--- config.mk ---
export PLATFORM = sky130hd
export DESIGN_NAME = mac_cfg_core
export DESIGN_NICKNAME = d
export VERILOG_FILES = /design/src/common/mac_cfg_pkg.sv /design/src/hw/mac_cfg_core.sv
export SDC_FILE = /design/constraint.sdc
export NUM_CORES = 1
export LEC_CHECK = 0
export BUFFER_PORTS_ARGS = -buffer_cell sky130_fd_sc_hd__buf_2
export CORE_AREA = 2 2 161 163
export CTS_BUF_LIST = sky130_fd_sc_hd__clkbuf_4 sky130_fd_sc_hd__clkbuf_8
export DETAILED_ROUTE_END_ITERATION = 8
export DIE_AREA = 0 0 163 165
export PLACE_DENSITY = 0.85
export SYNTH_ARGS = -nofsm -noshare
export SYNTH_HDL_FRONTEND = slang
export SYNTH_SLANG_ARGS = --single-unit
--- constraint.sdc ---
create_clock -name sys_clk -period 8.9 [get_ports sys_clk]
set_clock_uncertainty 0.1 [all_clocks]
set_input_delay 1.78 -clock sys_clk [delete_from_list [all_inputs] [get_ports sys_clk]]
set_output_delay 1.78 -clock sys_clk [all_outputs]
set_load 0.005 [all_outputs]
--- src/common/mac_cfg_pkg.sv ---
// constants, register layout and state types for the mac configuration block
package mac_cfg_pkg;

	// ----------------------------------------------------------------
	// register map
	// ----------------------------------------------------------------
	localparam logic [7:0]  CONF_OFS        = 8'h00;
	localparam logic [7:0]  STAT_OFS        = 8'h04;
	localparam logic [31:0] CONF_RESET      = 32'h0000_0000;
	localparam int          SPEED_BIT       = 14;
	localparam int          DRO_BIT         = 13;
	localparam int          LOOP_BIT        = 12;
	localparam int          DUPLEX_BIT      = 11;
	localparam int          CSUM_BIT        = 10;
	localparam int          RETRY_DIS_BIT   = 9;
	localparam int          LINK_BIT        = 8;
	localparam int          STRIP_BIT       = 7;
	localparam int          BL_HI_BIT       = 6;
	localparam int          BL_LO_BIT       = 5;

	// ----------------------------------------------------------------
	// timing
	// ----------------------------------------------------------------
	localparam int CLK_PERIOD_NS   = 100;
	localparam int BIT_NS_10M      = 100;
	localparam int BIT_NS_100M     = 10;
	localparam int BIT_NS_1000M    = 1;
	localparam int SLOT_BITS_MII   = 512;
	localparam int SLOT_BITS_GMII  = 4096;
	localparam int SLOT_CYC_10M    = (SLOT_BITS_MII * BIT_NS_10M + CLK_PERIOD_NS - 1) / CLK_PERIOD_NS;
	localparam int SLOT_CYC_100M   = (SLOT_BITS_MII * BIT_NS_100M + CLK_PERIOD_NS - 1) / CLK_PERIOD_NS;
	localparam int SLOT_CYC_1000M  = (SLOT_BITS_GMII * BIT_NS_1000M + CLK_PERIOD_NS - 1) / CLK_PERIOD_NS;

	// ----------------------------------------------------------------
	// frame layout
	// ----------------------------------------------------------------
	localparam logic [7:0]  PRE_BYTE       = 8'h55;
	localparam logic [7:0]  SFD_BYTE       = 8'hd5;
	localparam logic [3:0]  PRE_LEN        = 4'h7;
	localparam logic [15:0] ETH_HDR_LEN    = 16'h000e;
	localparam logic [15:0] VLAN_HDR_LEN   = 16'h0012;
	localparam logic [15:0] VLAN_TPID      = 16'h8100;
	localparam logic [15:0] IPV4_TYPE      = 16'h0800;
	localparam logic [15:0] MAX_STRIP_LEN  = 16'h05dc;
	localparam logic [15:0] CSUM_GOOD      = 16'hffff;

	// ----------------------------------------------------------------
	// back-off exponent caps per limit select, and the back-off lfsr seed
	// ----------------------------------------------------------------
	localparam logic [4:0] BL_CAP_0 = 5'h0a;
	localparam logic [4:0] BL_CAP_1 = 5'h08;
	localparam logic [4:0] BL_CAP_2 = 5'h04;
	localparam logic [4:0] BL_CAP_3 = 5'h01;
	localparam logic [15:0] LFSR_SEED = 16'hace1;

	typedef enum logic [1:0] {TX_IDLE, TX_PRE, TX_DATA, TX_BACKOFF} tx_state_t;

endpackage : mac_cfg_pkg

--- src/hw/mac_cfg_core.sv ---
// ethernet mac configuration bits with mii transmit/receive datapath
//
// The placing of the registers and the Avalon-MM slave port were decided locally.
`timescale 1ns/1ps
module mac_cfg_core #(
	parameter bit       FULL_DUPLEX_ONLY = 1'b0,
	parameter bit       CSUM_TYPE2       = 1'b0,
	parameter int       MAX_ATTEMPTS     = 16
) (
	// clock and reset
	input  wire logic        sys_clk,
	input  wire logic        rst,
	// register bus
	input  wire logic [7:0]  avs_address,
	input  wire logic        avs_read,
	input  wire logic        avs_write,
	input  wire logic [31:0] avs_writedata,
	input  wire logic [3:0]  avs_byteenable,
	output logic      [31:0] avs_readdata,
	output logic             avs_waitrequest,
	// phy pins
	input  wire logic        mii_tx_clk,
	input  wire logic        mii_rx_clk,
	input  wire logic        mii_rx_dv,
	input  wire logic [3:0]  mii_rxd,
	input  wire logic        mii_col,
	input  wire logic        gmii_mode,
	output logic             mii_tx_en,
	output logic      [3:0]  mii_txd,
	output logic             link_state_report,
	output logic             fast_speed_select,
	// transmit stream
	input  wire logic [7:0]  tx_data,
	input  wire logic        tx_valid,
	input  wire logic        tx_last,
	output logic             tx_ready,
	output logic             tx_rewind,
	output logic             tx_done,
	output logic      [6:0]  tx_status,
	// receive stream
	output logic      [7:0]  rx_data,
	output logic             rx_valid,
	output logic             rx_end,
	output logic      [31:0] rx_status
);

	// ----------------------------------------------------------------
	// one's complement add with end-around carry
	// ----------------------------------------------------------------
	function automatic logic [15:0] oc_add(input logic [15:0] a, input logic [15:0] b);
		logic [16:0] s;
		s = {1'b0, a} + {1'b0, b};
		return s[15:0] + {15'h0000, s[16]};
	endfunction : oc_add

	// ----------------------------------------------------------------
	// pin synchronisers
	// ----------------------------------------------------------------
	logic [8:0]  pin_meta_ff;
	logic [8:0]  pin_sync_ff;
	logic        tx_clk_prev_ff;
	logic        rx_clk_prev_ff;

	always_ff @(posedge sys_clk or posedge rst) begin
		if (rst) begin
			pin_meta_ff    <= '0;
			pin_sync_ff    <= '0;
			tx_clk_prev_ff <= 1'b0;
			rx_clk_prev_ff <= 1'b0;
		end else begin
			pin_meta_ff    <= {gmii_mode, mii_col, mii_rxd, mii_rx_dv, mii_rx_clk, mii_tx_clk};
			pin_sync_ff    <= pin_meta_ff;
			tx_clk_prev_ff <= pin_sync_ff[0];
			rx_clk_prev_ff <= pin_sync_ff[1];
		end
	end

	wire       tx_edge   = pin_sync_ff[0] & ~tx_clk_prev_ff;
	wire       rx_edge   = pin_sync_ff[1] & ~rx_clk_prev_ff;
	wire       s_rx_dv   = pin_sync_ff[2];
	wire [3:0] s_rxd     = pin_sync_ff[6:3];
	wire       s_col     = pin_sync_ff[7];
	wire       s_gmii    = pin_sync_ff[8];

	// ----------------------------------------------------------------
	// configuration register
	// ----------------------------------------------------------------
	logic [14:5] conf_ff;
	logic        ack_ff;
	logic [31:0] rdata_ff;

	wire        cfg_speed   = conf_ff[mac_cfg_pkg::SPEED_BIT];
	wire        cfg_dro     = conf_ff[mac_cfg_pkg::DRO_BIT];
	wire        cfg_loop    = conf_ff[mac_cfg_pkg::LOOP_BIT];
	wire        cfg_duplex  = FULL_DUPLEX_ONLY | conf_ff[mac_cfg_pkg::DUPLEX_BIT];
	wire        cfg_csum    = conf_ff[mac_cfg_pkg::CSUM_BIT];
	wire        cfg_retry_d = conf_ff[mac_cfg_pkg::RETRY_DIS_BIT];
	wire        cfg_strip   = conf_ff[mac_cfg_pkg::STRIP_BIT];
	wire [1:0]  cfg_bl      = FULL_DUPLEX_ONLY ? 2'h0 : conf_ff[mac_cfg_pkg::BL_HI_BIT:mac_cfg_pkg::BL_LO_BIT];

	wire        bus_req     = avs_read | avs_write;
	wire        hit_conf    = avs_address == mac_cfg_pkg::CONF_OFS;
	wire        hit_stat    = avs_address == mac_cfg_pkg::STAT_OFS;
	wire        do_write    = avs_write & ack_ff & hit_conf;

	logic [31:0] conf_view;
	logic [31:0] stat_view;
	logic [14:5] nxt_conf;

	always_comb begin
		conf_view = '0;
		conf_view[14:5] = conf_ff;
		conf_view[mac_cfg_pkg::DUPLEX_BIT] = cfg_duplex;
		conf_view[mac_cfg_pkg::BL_HI_BIT:mac_cfg_pkg::BL_LO_BIT] = cfg_bl;
		nxt_conf = conf_ff;
		if (avs_byteenable[1]) begin
			nxt_conf[14:8] = avs_writedata[14:8];
		end
		if (avs_byteenable[0]) begin
			nxt_conf[7:5] = avs_writedata[7:5];
		end
	end

	assign avs_waitrequest = bus_req & ~ack_ff;
	assign avs_readdata    = rdata_ff;

	always_ff @(posedge sys_clk or posedge rst) begin
		if (rst) begin
			conf_ff  <= mac_cfg_pkg::CONF_RESET[14:5];
			ack_ff   <= 1'b0;
			rdata_ff <= '0;
		end else begin
			ack_ff <= bus_req & ~ack_ff;
			if (bus_req & ~ack_ff) begin
				rdata_ff <= hit_conf ? conf_view : (hit_stat ? stat_view : 32'h0000_0000);
			end
			if (do_write) begin
				conf_ff <= nxt_conf;
			end
		end
	end

	assign link_state_report = conf_ff[mac_cfg_pkg::LINK_BIT];
	assign fast_speed_select = cfg_speed;

	// ----------------------------------------------------------------
	// back-off slot length and random source
	// ----------------------------------------------------------------
	logic [15:0] lfsr_ff;
	wire  [9:0]  slot_cyc = s_gmii ? 10'(mac_cfg_pkg::SLOT_CYC_1000M)
		: (cfg_speed ? 10'(mac_cfg_pkg::SLOT_CYC_100M) : 10'(mac_cfg_pkg::SLOT_CYC_10M));

	always_ff @(posedge sys_clk or posedge rst) begin
		if (rst) begin
			lfsr_ff <= mac_cfg_pkg::LFSR_SEED;
		end else begin
			lfsr_ff <= {lfsr_ff[14:0], lfsr_ff[15] ^ lfsr_ff[13] ^ lfsr_ff[12] ^ lfsr_ff[10]};
		end
	end

	// ----------------------------------------------------------------
	// transmit
	// ----------------------------------------------------------------
	mac_cfg_pkg::tx_state_t tx_state_ff;
	logic [3:0] pre_cnt_ff;
	logic       tx_nib_ff;
	logic [7:0] cur_byte_ff;
	logic       cur_last_ff;
	logic       txen_ff;
	logic [3:0] txd_ff;
	logic [4:0] attempt_ff;
	logic [9:0] bo_r_ff;
	logic [9:0] bo_slot_ff;
	logic       tx_done_ff;
	logic       tx_rewind_ff;
	logic [6:0] tx_status_ff;

	wire        in_pre    = tx_state_ff == mac_cfg_pkg::TX_PRE;
	wire        in_data   = tx_state_ff == mac_cfg_pkg::TX_DATA;
	wire        pre_fin   = in_pre & tx_edge & tx_nib_ff & (pre_cnt_ff == mac_cfg_pkg::PRE_LEN);
	wire        data_next = in_data & tx_edge & tx_nib_ff & ~cur_last_ff;
	wire        collided  = s_col & ~cfg_duplex & ~cfg_loop & (in_pre | in_data);
	wire [4:0]  next_n    = attempt_ff + 5'h01;
	wire        give_up   = cfg_retry_d | (next_n >= 5'(MAX_ATTEMPTS));
	wire [7:0]  pre_byte  = (pre_cnt_ff == mac_cfg_pkg::PRE_LEN) ? mac_cfg_pkg::SFD_BYTE : mac_cfg_pkg::PRE_BYTE;
	wire [7:0]  send_byte = in_pre ? pre_byte : cur_byte_ff;
	wire [3:0]  send_nib  = tx_nib_ff ? send_byte[7:4] : send_byte[3:0];

	logic [4:0] bl_cap;
	logic [4:0] bo_k;
	always_comb begin
		unique case (cfg_bl)
			2'h0: bl_cap = mac_cfg_pkg::BL_CAP_0;
			2'h1: bl_cap = mac_cfg_pkg::BL_CAP_1;
			2'h2: bl_cap = mac_cfg_pkg::BL_CAP_2;
			2'h3: bl_cap = mac_cfg_pkg::BL_CAP_3;
		endcase
		bo_k = (next_n < bl_cap) ? next_n : bl_cap;
	end
	wire [10:0] bo_span = (11'h001 << bo_k) - 11'h001;
	wire [9:0]  bo_r    = lfsr_ff[9:0] & bo_span[9:0];

	assign tx_ready  = pre_fin | data_next;
	assign mii_tx_en = txen_ff;
	assign mii_txd   = txd_ff;
	assign tx_done   = tx_done_ff;
	assign tx_rewind = tx_rewind_ff;
	assign tx_status = tx_status_ff;

	always_ff @(posedge sys_clk or posedge rst) begin
		if (rst) begin
			tx_state_ff  <= mac_cfg_pkg::TX_IDLE;
			pre_cnt_ff   <= '0;
			tx_nib_ff    <= 1'b0;
			cur_byte_ff  <= '0;
			cur_last_ff  <= 1'b0;
			txen_ff      <= 1'b0;
			txd_ff       <= '0;
			attempt_ff   <= '0;
			bo_r_ff      <= '0;
			bo_slot_ff   <= '0;
			tx_done_ff   <= 1'b0;
			tx_rewind_ff <= 1'b0;
			tx_status_ff <= '0;
		end else begin
			tx_done_ff   <= 1'b0;
			tx_rewind_ff <= 1'b0;
			unique case (tx_state_ff)
				mac_cfg_pkg::TX_IDLE: begin
					if (tx_edge) begin
						txen_ff   <= 1'b0;
						txd_ff    <= '0;
						tx_nib_ff <= 1'b0;
						pre_cnt_ff <= '0;
						if (tx_valid) begin
							tx_state_ff <= mac_cfg_pkg::TX_PRE;
						end
					end
				end
				mac_cfg_pkg::TX_PRE, mac_cfg_pkg::TX_DATA: begin
					if (collided) begin
						txen_ff      <= 1'b0;
						txd_ff       <= '0;
						tx_rewind_ff <= 1'b1;
						if (give_up) begin
							tx_done_ff   <= 1'b1;
							tx_status_ff <= {next_n, 2'b11};
							attempt_ff   <= '0;
							tx_state_ff  <= mac_cfg_pkg::TX_IDLE;
						end else begin
							attempt_ff  <= next_n;
							bo_r_ff     <= bo_r;
							bo_slot_ff  <= slot_cyc;
							tx_state_ff <= mac_cfg_pkg::TX_BACKOFF;
						end
					end else if (tx_edge) begin
						txen_ff   <= 1'b1;
						txd_ff    <= send_nib;
						tx_nib_ff <= ~tx_nib_ff;
						if (in_pre & tx_nib_ff) begin
							pre_cnt_ff <= pre_cnt_ff + 4'h1;
						end
						if (tx_ready) begin
							cur_byte_ff <= tx_data;
							cur_last_ff <= tx_last;
							tx_state_ff <= mac_cfg_pkg::TX_DATA;
						end
						if (tx_ready & ~tx_valid) begin
							tx_done_ff   <= 1'b1;
							tx_status_ff <= {next_n, 2'b01};
							attempt_ff   <= '0;
							tx_state_ff  <= mac_cfg_pkg::TX_IDLE;
						end else if (in_data & tx_nib_ff & cur_last_ff) begin
							tx_done_ff   <= 1'b1;
							tx_status_ff <= {next_n, 2'b00};
							attempt_ff   <= '0;
							tx_state_ff  <= mac_cfg_pkg::TX_IDLE;
						end
					end
				end
				mac_cfg_pkg::TX_BACKOFF: begin
					// waits r slots; r of zero retries at once
					if (bo_r_ff == 10'h000) begin
						tx_state_ff <= mac_cfg_pkg::TX_IDLE;
					end else if (bo_slot_ff <= 10'h001) begin
						bo_r_ff    <= bo_r_ff - 10'h001;
						bo_slot_ff <= slot_cyc;
					end else begin
						bo_slot_ff <= bo_slot_ff - 10'h001;
					end
				end
			endcase
		end
	end

	// ----------------------------------------------------------------
	// receive
	// ----------------------------------------------------------------
	wire        rx_dv_src = cfg_loop ? txen_ff : s_rx_dv;
	wire [3:0]  rxd_src   = cfg_loop ? txd_ff : s_rxd;
	// loopback still steps on the receive clock edges; tx clock is not routed here
	wire        rx_block  = cfg_dro & ~cfg_duplex & txen_ff;

	logic        rx_phase_ff;
	logic [3:0]  rx_lo_ff;
	logic        rx_active_ff;
	logic        rx_drop_ff;
	logic [15:0] rx_idx_ff;
	logic [15:0] eth_type_ff;
	logic        vlan_ff;
	logic [15:0] ip_hlen_ff;
	logic [15:0] ip_tot_ff;
	logic [15:0] hdr_sum_ff;
	logic [15:0] pay_sum_ff;
	logic [7:0]  rx_data_ff;
	logic        rx_valid_ff;
	logic        rx_end_ff;
	logic [31:0] rx_status_ff;

	wire        byte_stb  = rx_edge & rx_dv_src & rx_phase_ff;
	wire [7:0]  rx_byte   = {rxd_src, rx_lo_ff};
	wire [15:0] hdr_end   = vlan_ff ? mac_cfg_pkg::VLAN_HDR_LEN : mac_cfg_pkg::ETH_HDR_LEN;
	wire [15:0] ip_off    = rx_idx_ff - hdr_end;
	wire        in_ip     = rx_idx_ff >= hdr_end;
	wire        is_ipv4   = eth_type_ff == mac_cfg_pkg::IPV4_TYPE;
	wire        in_hdr    = in_ip & ((ip_off == 16'h0000) | (ip_off < ip_hlen_ff));
	wire        in_pay    = in_ip & ~in_hdr & (ip_off < ip_tot_ff);
	wire [15:0] csum_word = ip_off[0] ? {8'h00, rx_byte} : {rx_byte, 8'h00};
	wire        len_small = eth_type_ff <= mac_cfg_pkg::MAX_STRIP_LEN;
	wire        keep_byte = ~cfg_strip | ~len_small | (rx_idx_ff < 16'h000e)
		| (rx_idx_ff < hdr_end + eth_type_ff);
	wire        frame_end = rx_edge & ~rx_dv_src & rx_active_ff;
	wire        hdr_err   = cfg_csum & is_ipv4 & (hdr_sum_ff != mac_cfg_pkg::CSUM_GOOD);
	wire        pay_err   = CSUM_TYPE2 & cfg_csum & is_ipv4 & (pay_sum_ff != mac_cfg_pkg::CSUM_GOOD);
	wire [15:0] pay_csum  = (~CSUM_TYPE2 & cfg_csum) ? ~pay_sum_ff : 16'h0000;

	assign rx_data   = rx_data_ff;
	assign rx_valid  = rx_valid_ff;
	assign rx_end    = rx_end_ff;
	assign rx_status = rx_status_ff;

	always_ff @(posedge sys_clk or posedge rst) begin
		if (rst) begin
			rx_phase_ff  <= 1'b0;
			rx_lo_ff     <= '0;
			rx_active_ff <= 1'b0;
			rx_drop_ff   <= 1'b0;
			rx_idx_ff    <= '0;
			eth_type_ff  <= '0;
			vlan_ff      <= 1'b0;
			ip_hlen_ff   <= '0;
			ip_tot_ff    <= '0;
			hdr_sum_ff   <= '0;
			pay_sum_ff   <= '0;
			rx_data_ff   <= '0;
			rx_valid_ff  <= 1'b0;
			rx_end_ff    <= 1'b0;
			rx_status_ff <= '0;
		end else begin
			rx_valid_ff <= 1'b0;
			rx_end_ff   <= 1'b0;
			if (rx_edge & ~rx_dv_src) begin
				rx_phase_ff  <= 1'b0;
				rx_active_ff <= 1'b0;
				rx_drop_ff   <= 1'b0;
				if (frame_end & ~rx_drop_ff) begin
					rx_end_ff    <= 1'b1;
					rx_status_ff <= {12'h000, cfg_strip & len_small, vlan_ff, pay_err, hdr_err, pay_csum};
				end
			end else if (rx_edge) begin
				rx_phase_ff <= ~rx_phase_ff;
				rx_lo_ff    <= rxd_src;
			end
			if (byte_stb & ~rx_active_ff & ~rx_block & (rx_byte == mac_cfg_pkg::SFD_BYTE)) begin
				rx_active_ff <= 1'b1;
				rx_idx_ff    <= '0;
				eth_type_ff  <= '0;
				vlan_ff      <= 1'b0;
				ip_hlen_ff   <= '0;
				ip_tot_ff    <= '0;
				hdr_sum_ff   <= '0;
				pay_sum_ff   <= '0;
			end else if (byte_stb & rx_active_ff) begin
				rx_idx_ff <= (rx_idx_ff == 16'hffff) ? rx_idx_ff : rx_idx_ff + 16'h0001;
				if (rx_block) begin
					rx_drop_ff <= 1'b1;
				end
				if ((rx_idx_ff == 16'h000c) | (rx_idx_ff == 16'h0010 & vlan_ff)) begin
					eth_type_ff[15:8] <= rx_byte;
				end
				if ((rx_idx_ff == 16'h000d) | (rx_idx_ff == 16'h0011 & vlan_ff)) begin
					eth_type_ff[7:0] <= rx_byte;
				end
				if (rx_idx_ff == 16'h000d) begin
					vlan_ff <= {eth_type_ff[15:8], rx_byte} == mac_cfg_pkg::VLAN_TPID;
				end
				if (in_ip & (ip_off == 16'h0000)) begin
					ip_hlen_ff <= {10'h000, rx_byte[3:0], 2'b00};
				end
				if (in_ip & (ip_off == 16'h0002)) begin
					ip_tot_ff[15:8] <= rx_byte;
				end
				if (in_ip & (ip_off == 16'h0003)) begin
					ip_tot_ff[7:0] <= rx_byte;
				end
				if (in_hdr) begin
					hdr_sum_ff <= oc_add(hdr_sum_ff, csum_word);
				end
				if (in_pay) begin
					pay_sum_ff <= oc_add(pay_sum_ff, csum_word);
				end
				if (keep_byte & ~rx_block & ~rx_drop_ff) begin
					rx_data_ff  <= rx_byte;
					rx_valid_ff <= 1'b1;
				end
			end
		end
	end

	assign stat_view = {15'h0000, rx_status_ff[17:16], tx_status_ff, rx_drop_ff, rx_active_ff,
		attempt_ff, tx_state_ff != mac_cfg_pkg::TX_IDLE};

endmodule : mac_cfg_core

---- Word level (Yosys, flattened, before mapping) ----
Cells that the tools add are included.
storage, ports and cells
  flip-flop bits (word level) ............. 267
  output and inout port bits .............. 92
operators by class
  $add $sub $neg .......................... 12
  $lt $le $gt $ge ......................... 9
  equal/unequal tests ..................... 33
  shift-type cells ........................ 1
  multiplexer cells ....................... 103
  bitwise logic cells ..................... 76
  reductions and logical operators ........ 45
operators with widths
  operator               number
  $mux 16                20
  $mux 10                10
  $lt 16x16->1           3
  $mux 8                 6
  $and 1x1->1            42
  $pmux 10 s2            2
  $mux 5                 7
  $mux 7                 5
  $add 16x16->17         2
  $add 16x1->16          2
  $eq 16x16->1 const B   2
  $eq 16x2->1 const B    2
  $eq 16x4->1 const B    2
  $eq 16x5->1 const B    2
  $mux 4                 8
  $mux 1                 30
  $reduce_bool 2->1      15
  $sub 10x1->10 const B  3
  $reduce_and 2->1       13
  $ne 2x2->1 const B     11
  $pmux 5 s4             1
  $not 1->1              19
  $mux 2                 9
  $add 16x1->16 const B  1
  37 further kinds       62

---- Depth between registers and ports, before layout ----
  depth in word-level cells ............... 12
  depth in mapped cells ................... 20
  mapped depth without buffers ............ 19

---- Worst setup path after synthesis ----
No wires, ideal clock.
  path kind ............................... flip-flop to flip-flop
  start ................................... register rx_idx_ff[0]
  end ..................................... register pay_sum_ff[14]
  setup time .............................. 0.125 ns
  data arrival time ....................... 4.034 ns
  required time ........................... 8.675 ns
  slack ................................... 4.642 ns
  stages on the path, launching flop included .. 21
  cells stage by stage .................... dfrtp_1 > clkbuf_1 > and2_1 > ha_1 > fa_1 > a211oi_1 > o21bai_1 > a21o_1 > o41ai_4 > or2b_1 > a21oi_1 > nor2_1 > o21ai_0 > nand2b_1 > ha_1 > ha_1 > and3_1 > nand2_1 > nor4_4 > xnor2_1 > mux2_2
between the ends
  longest elaborated chain between the ends .. 9
RTL lines
  what                                                    line                 text
  start: declaration                                      mac_cfg_core.sv:308  logic [15:0] rx_idx_ff;
  start signal: assignment                                mac_cfg_core.sv:384  rx_idx_ff <= (rx_idx_ff == 16'hffff) ? rx_idx_ff : rx_idx_ff + 16'h0001;
  branches (longest 9 deep; another with $add 16x16->17)  --
  end signal: assignment                                  mac_cfg_core.sv:410  pay_sum_ff <= oc_add(pay_sum_ff, csum_word);
  end: declaration                                        mac_cfg_core.sv:314  logic [15:0] pay_sum_ff;
Several ways; the timed one is not identified. The select of a mux whose other input is x is not followed.
A chain may end at the register's enable or synchronous reset.

---- Final worst setup path ----
  start ................................... register conf_ff[12] (netlist name)
  end ..................................... register hdr_sum_ff[14]
between the ends
  longest elaborated chain between the ends .. 8
RTL lines
  what                                                    line                 text
  start: declaration                                      mac_cfg_core.sv:88   logic [14:5] conf_ff;
  start signal: assignment                                mac_cfg_core.sv:129  conf_ff <= mac_cfg_pkg::CONF_RESET[14:5];
  start signal: assignment                                mac_cfg_core.sv:138  conf_ff <= nxt_conf;
  branches (longest 8 deep; another with $add 16x16->17)  --
  end signal: assignment                                  mac_cfg_core.sv:407  hdr_sum_ff <= oc_add(hdr_sum_ff, csum_word);
  end: declaration                                        mac_cfg_core.sv:313  logic [15:0] hdr_sum_ff;
Several ways; the timed one is not identified. The select of a mux whose other input is x is not followed.

==> flow_metrics.py <==
metrics = {
    "run_status": {
        "status": "completed",
    },
    "logic_synthesis": {
        "synthFlopType": "dfrtp_1",
        "yosysTopAreaCellShare": 0.396,
        "synth_edf_count": 0,
        "ys_top_cells_by_area": "dfrtp_1, ha_1, o21ai_0, nand2_1, nor2_1",
        "yosysMostFrequentCell": "dfrtp_1",
        "synth_top_cell_by_area": "dfrtp_1",
        "syn_area_sq_mm": 0.0146,
        "netlist_instances": 1562,
        "synthArstFlopShare": 1.00,
        "ys_seq_area_frac": 0.410,
        "ys_ff_latch": 239,
        "avgSynthCellArea_sq_um": 9.35,
        "yosysWarnings": 0,
        "netlist_top_cells_count": "dfrtp_1, nand2_1, o21ai_0",
        "yosysUniqueCellTypes": 80,
    },
    "clock_tree": {
        "hold_buffers": 0,
        "clock_sinks": 239,
        "clkTransAtPathRegs_ns": 0.06,
        "cts_setup_buffers": 0,
        "cts_root_buffer": "clkbuf_8",
        "cts_made_buffers": 38,
        "cts_max_level": 2,
        "cts_resized": 0,
        "cts_tree": "yes",
        "clock_path_buffers": 3,
        "clk_latency_ns": 0.55,
    },
    "routing": {
        "wl_per_cell_microns": 18.1,
        "drtIter0Drc": 1011,
        "ant_nets": 0,
        "dr.pass1.iters": 5,
        "routed_wl_microns": 36300,
        "via_count": 12000,
        "avgViaCountPerCell": 6.00,
        "drc_errors": 0,
    },
    "die": {
        "die-area_sq_mm": 0.0269,
        "io_pins": 159,
        "placementRows": 58,
        "chipWidth_microns": 163,
        "fp.dieH_microns": 165,
        "core_area_sq_mm": 0.0250,
        "start_util": 0.584,
    },
    "setup_path": {
        "crit_type": "reg -> reg",
        "crit_path_end_kind": "flop",
        "critPathRequiredTime_ns": 9.19,
        "cp_max_fo": 11,
        "critPathLaunchType": "flop",
        "arrival_ns": 5.88,
    },
    "cells_and_area": {
        "n_antenna_cell": 0,
        "finalNetCount": 1810,
        "area_growth_pct": 9.68,
        "drive_gt1_frac": 0.153,
        "fin_util": 0.640,
    },
    "placed_design": {
        "gp_congestion": 0.894,
        "port_buffers": 105,
        "hpwl_microns": 26300,
    },
    "global_route": {
        "antenna_found_initial": 0,
        "grt_max_degree": 104,
        "grt.total_usage": 0.274,
        "gr-total-overflow": 0,
        "grt_pass1_wl_microns": 59200,
        "grt_pass1_vias": 11600,
    },
    "timing": {
        "maxSlewHeadroom": 0.271,
        "hold_viol_final": 0,
        "fmax_mhz": 179,
        "period_share": 0.628,
        "rsz0062_at_grt": "false",
        "setup-tns-final_ns": 0,
        "maxSlewViolCount": 0,
        "tightestPinTransition_ns": 1.09,
        "min_period_ns": 5.59,
        "setup_viol": 0,
    },
    "flow_run": {
        "drv_cap": 0,
    },
    "hold_path": {
        "hold_class": "reg -> reg",
    },
    "pwr": {
        "peakVddDrop_mv": 0.137,
        "power_density_mw_per_mm2": 194,
        "p_leak_uw": 0.00777,
    },
}
## metrics by stage
step / instances / hold WS (ns) / instance area, sq um / total power (uW) / setup slack, ns
floorplan: 1590 / 0.231 / 14700 / 1900 / 0.473
global placement: 1936 / 0.234 / 15200 / 2080 / 3.65
detailed placement: 1936 / 0.235 / 15200 / 2120 / 3.54
CTS: 2003 / 0.248 / 16000 / 3100 / 3.47
global route: 2003 / 0.255 / 16000 / 3280 / 3.12
finish: 2003 / 0.246 / 16000 / 3100 / 3.31
## path summary, 6_finish.rpt
kind | slack [ns] | startpoint | depth (start not counted) | endpoint
worst max-delay path | 3.31 | conf_ff[12]$_DFFE_PP0P_ | 18 | hdr_sum_ff[14]$_DFFE_PP0P_
worst min-delay path | 0.25 | pin_meta_ff[4]$_DFF_PP0_ | 0 | pin_sync_ff[4]$_DFF_PP0_
worst max register to register | 3.31 | conf_ff[12]$_DFFE_PP0P_ | 18 | hdr_sum_ff[14]$_DFFE_PP0P_
worst min register to register | 0.25 | pin_meta_ff[4]$_DFF_PP0_ | 0 | pin_sync_ff[4]$_DFF_PP0_
max in group asynchronous | 5.98 | rst | 3 | rx_idx_ff[1]$_DFFE_PP0P_
min in group asynchronous | 1.27 | rst | 2 | attempt_ff[2]$_DFFE_PP0P_
## final cells by class
cell class	instances	area, sq um
inverter	69	267
fill	1995	9010
sequential	239	5990
timing repair buffer	115	601
clock buffer	63	767
clock inverter	4	28.8
tap	330	413
multi-input combinational	1183	7960
## flip-flops by register name, summed over array words and instances, names as in the netlist, 10 cells and up
| name | cells |
|---|---|
| rx_status | 19 |
| avs_readdata | 16 |
| eth_type_ff | 16 |
| hdr_sum_ff | 16 |
| ip_tot_ff | 16 |
| lfsr_ff | 16 |
| pay_sum_ff | 16 |
| rx_idx_ff | 16 |
| bo_r_ff | 10 |
| bo_slot_ff | 10 |
| conf_ff | 10 |
## report_power, final
group          total (uW)  switching [uW]  internal [uW]
combinational         840             529            312
clock                 974             430            544
sequential           1290             105           1180
## placed cells by master (no fill, tap or decap), types with 45 or more instances in the layout
| cell | n |
|---|---|
| ha_1 | 93 |
| buf_2 | 105 |
| inv_1 | 67 |
| xnor2_1 | 49 |
| o21ai_0 | 128 |
| xor2_1 | 46 |
| dfrtp_1 | 231 |
| clkbuf_8 | 47 |
| nor2_1 | 122 |
| a21oi_1 | 73 |
| nand3_1 | 61 |
| nand2_1 | 129 |
| mux2i_1 | 45 |
## critical path: stages, from the launching register on
cell and delay (ns):
dfrtp_1 0.71, mux2i_1 0.81, nor2_1 0.25, ha_1 0.42
o21ai_0 0.16, o21ai_0 0.35, a21o_1 0.23, a31o_2 0.19
a21o_1 0.15, a21oi_1 0.08, o21bai_1 0.17, ha_1 0.21
ha_1 0.19, and3_1 0.22, nand4_1 0.19, nor4_1 0.55
nand3_1 0.18, xor2_1 0.20, o21ai_1 0.07
## layer usage
| metal | track usage | routed length (microns) | vias to the layer above |
|---|---|---|---|
| met1 | 0.379 | 15900 | 5843 |
| met2 | 0.442 | 17000 | 425 |
| met5 | 0 | 0 | - |
| met3 | 0.0450 | 2480 | 65 |
| li1 | - | - | 5678 |
| met4 | 0.0897 | 963 | 0 |
## logic make-up after synthesis
logic type,Yosys count,share of synthesized area
other,1,0.000257
DFF,239,0.410
xor gates and xnor gates,95,0.0569
AOI/OAI and AO/OA,347,0.150
adders and majority gates,97,0.0851
and+or+nand+nor,533,0.185
muxes,82,0.0593
buffers and inverters,168,0.0525
No activity file was read; power rests on OpenSTA's default activity.
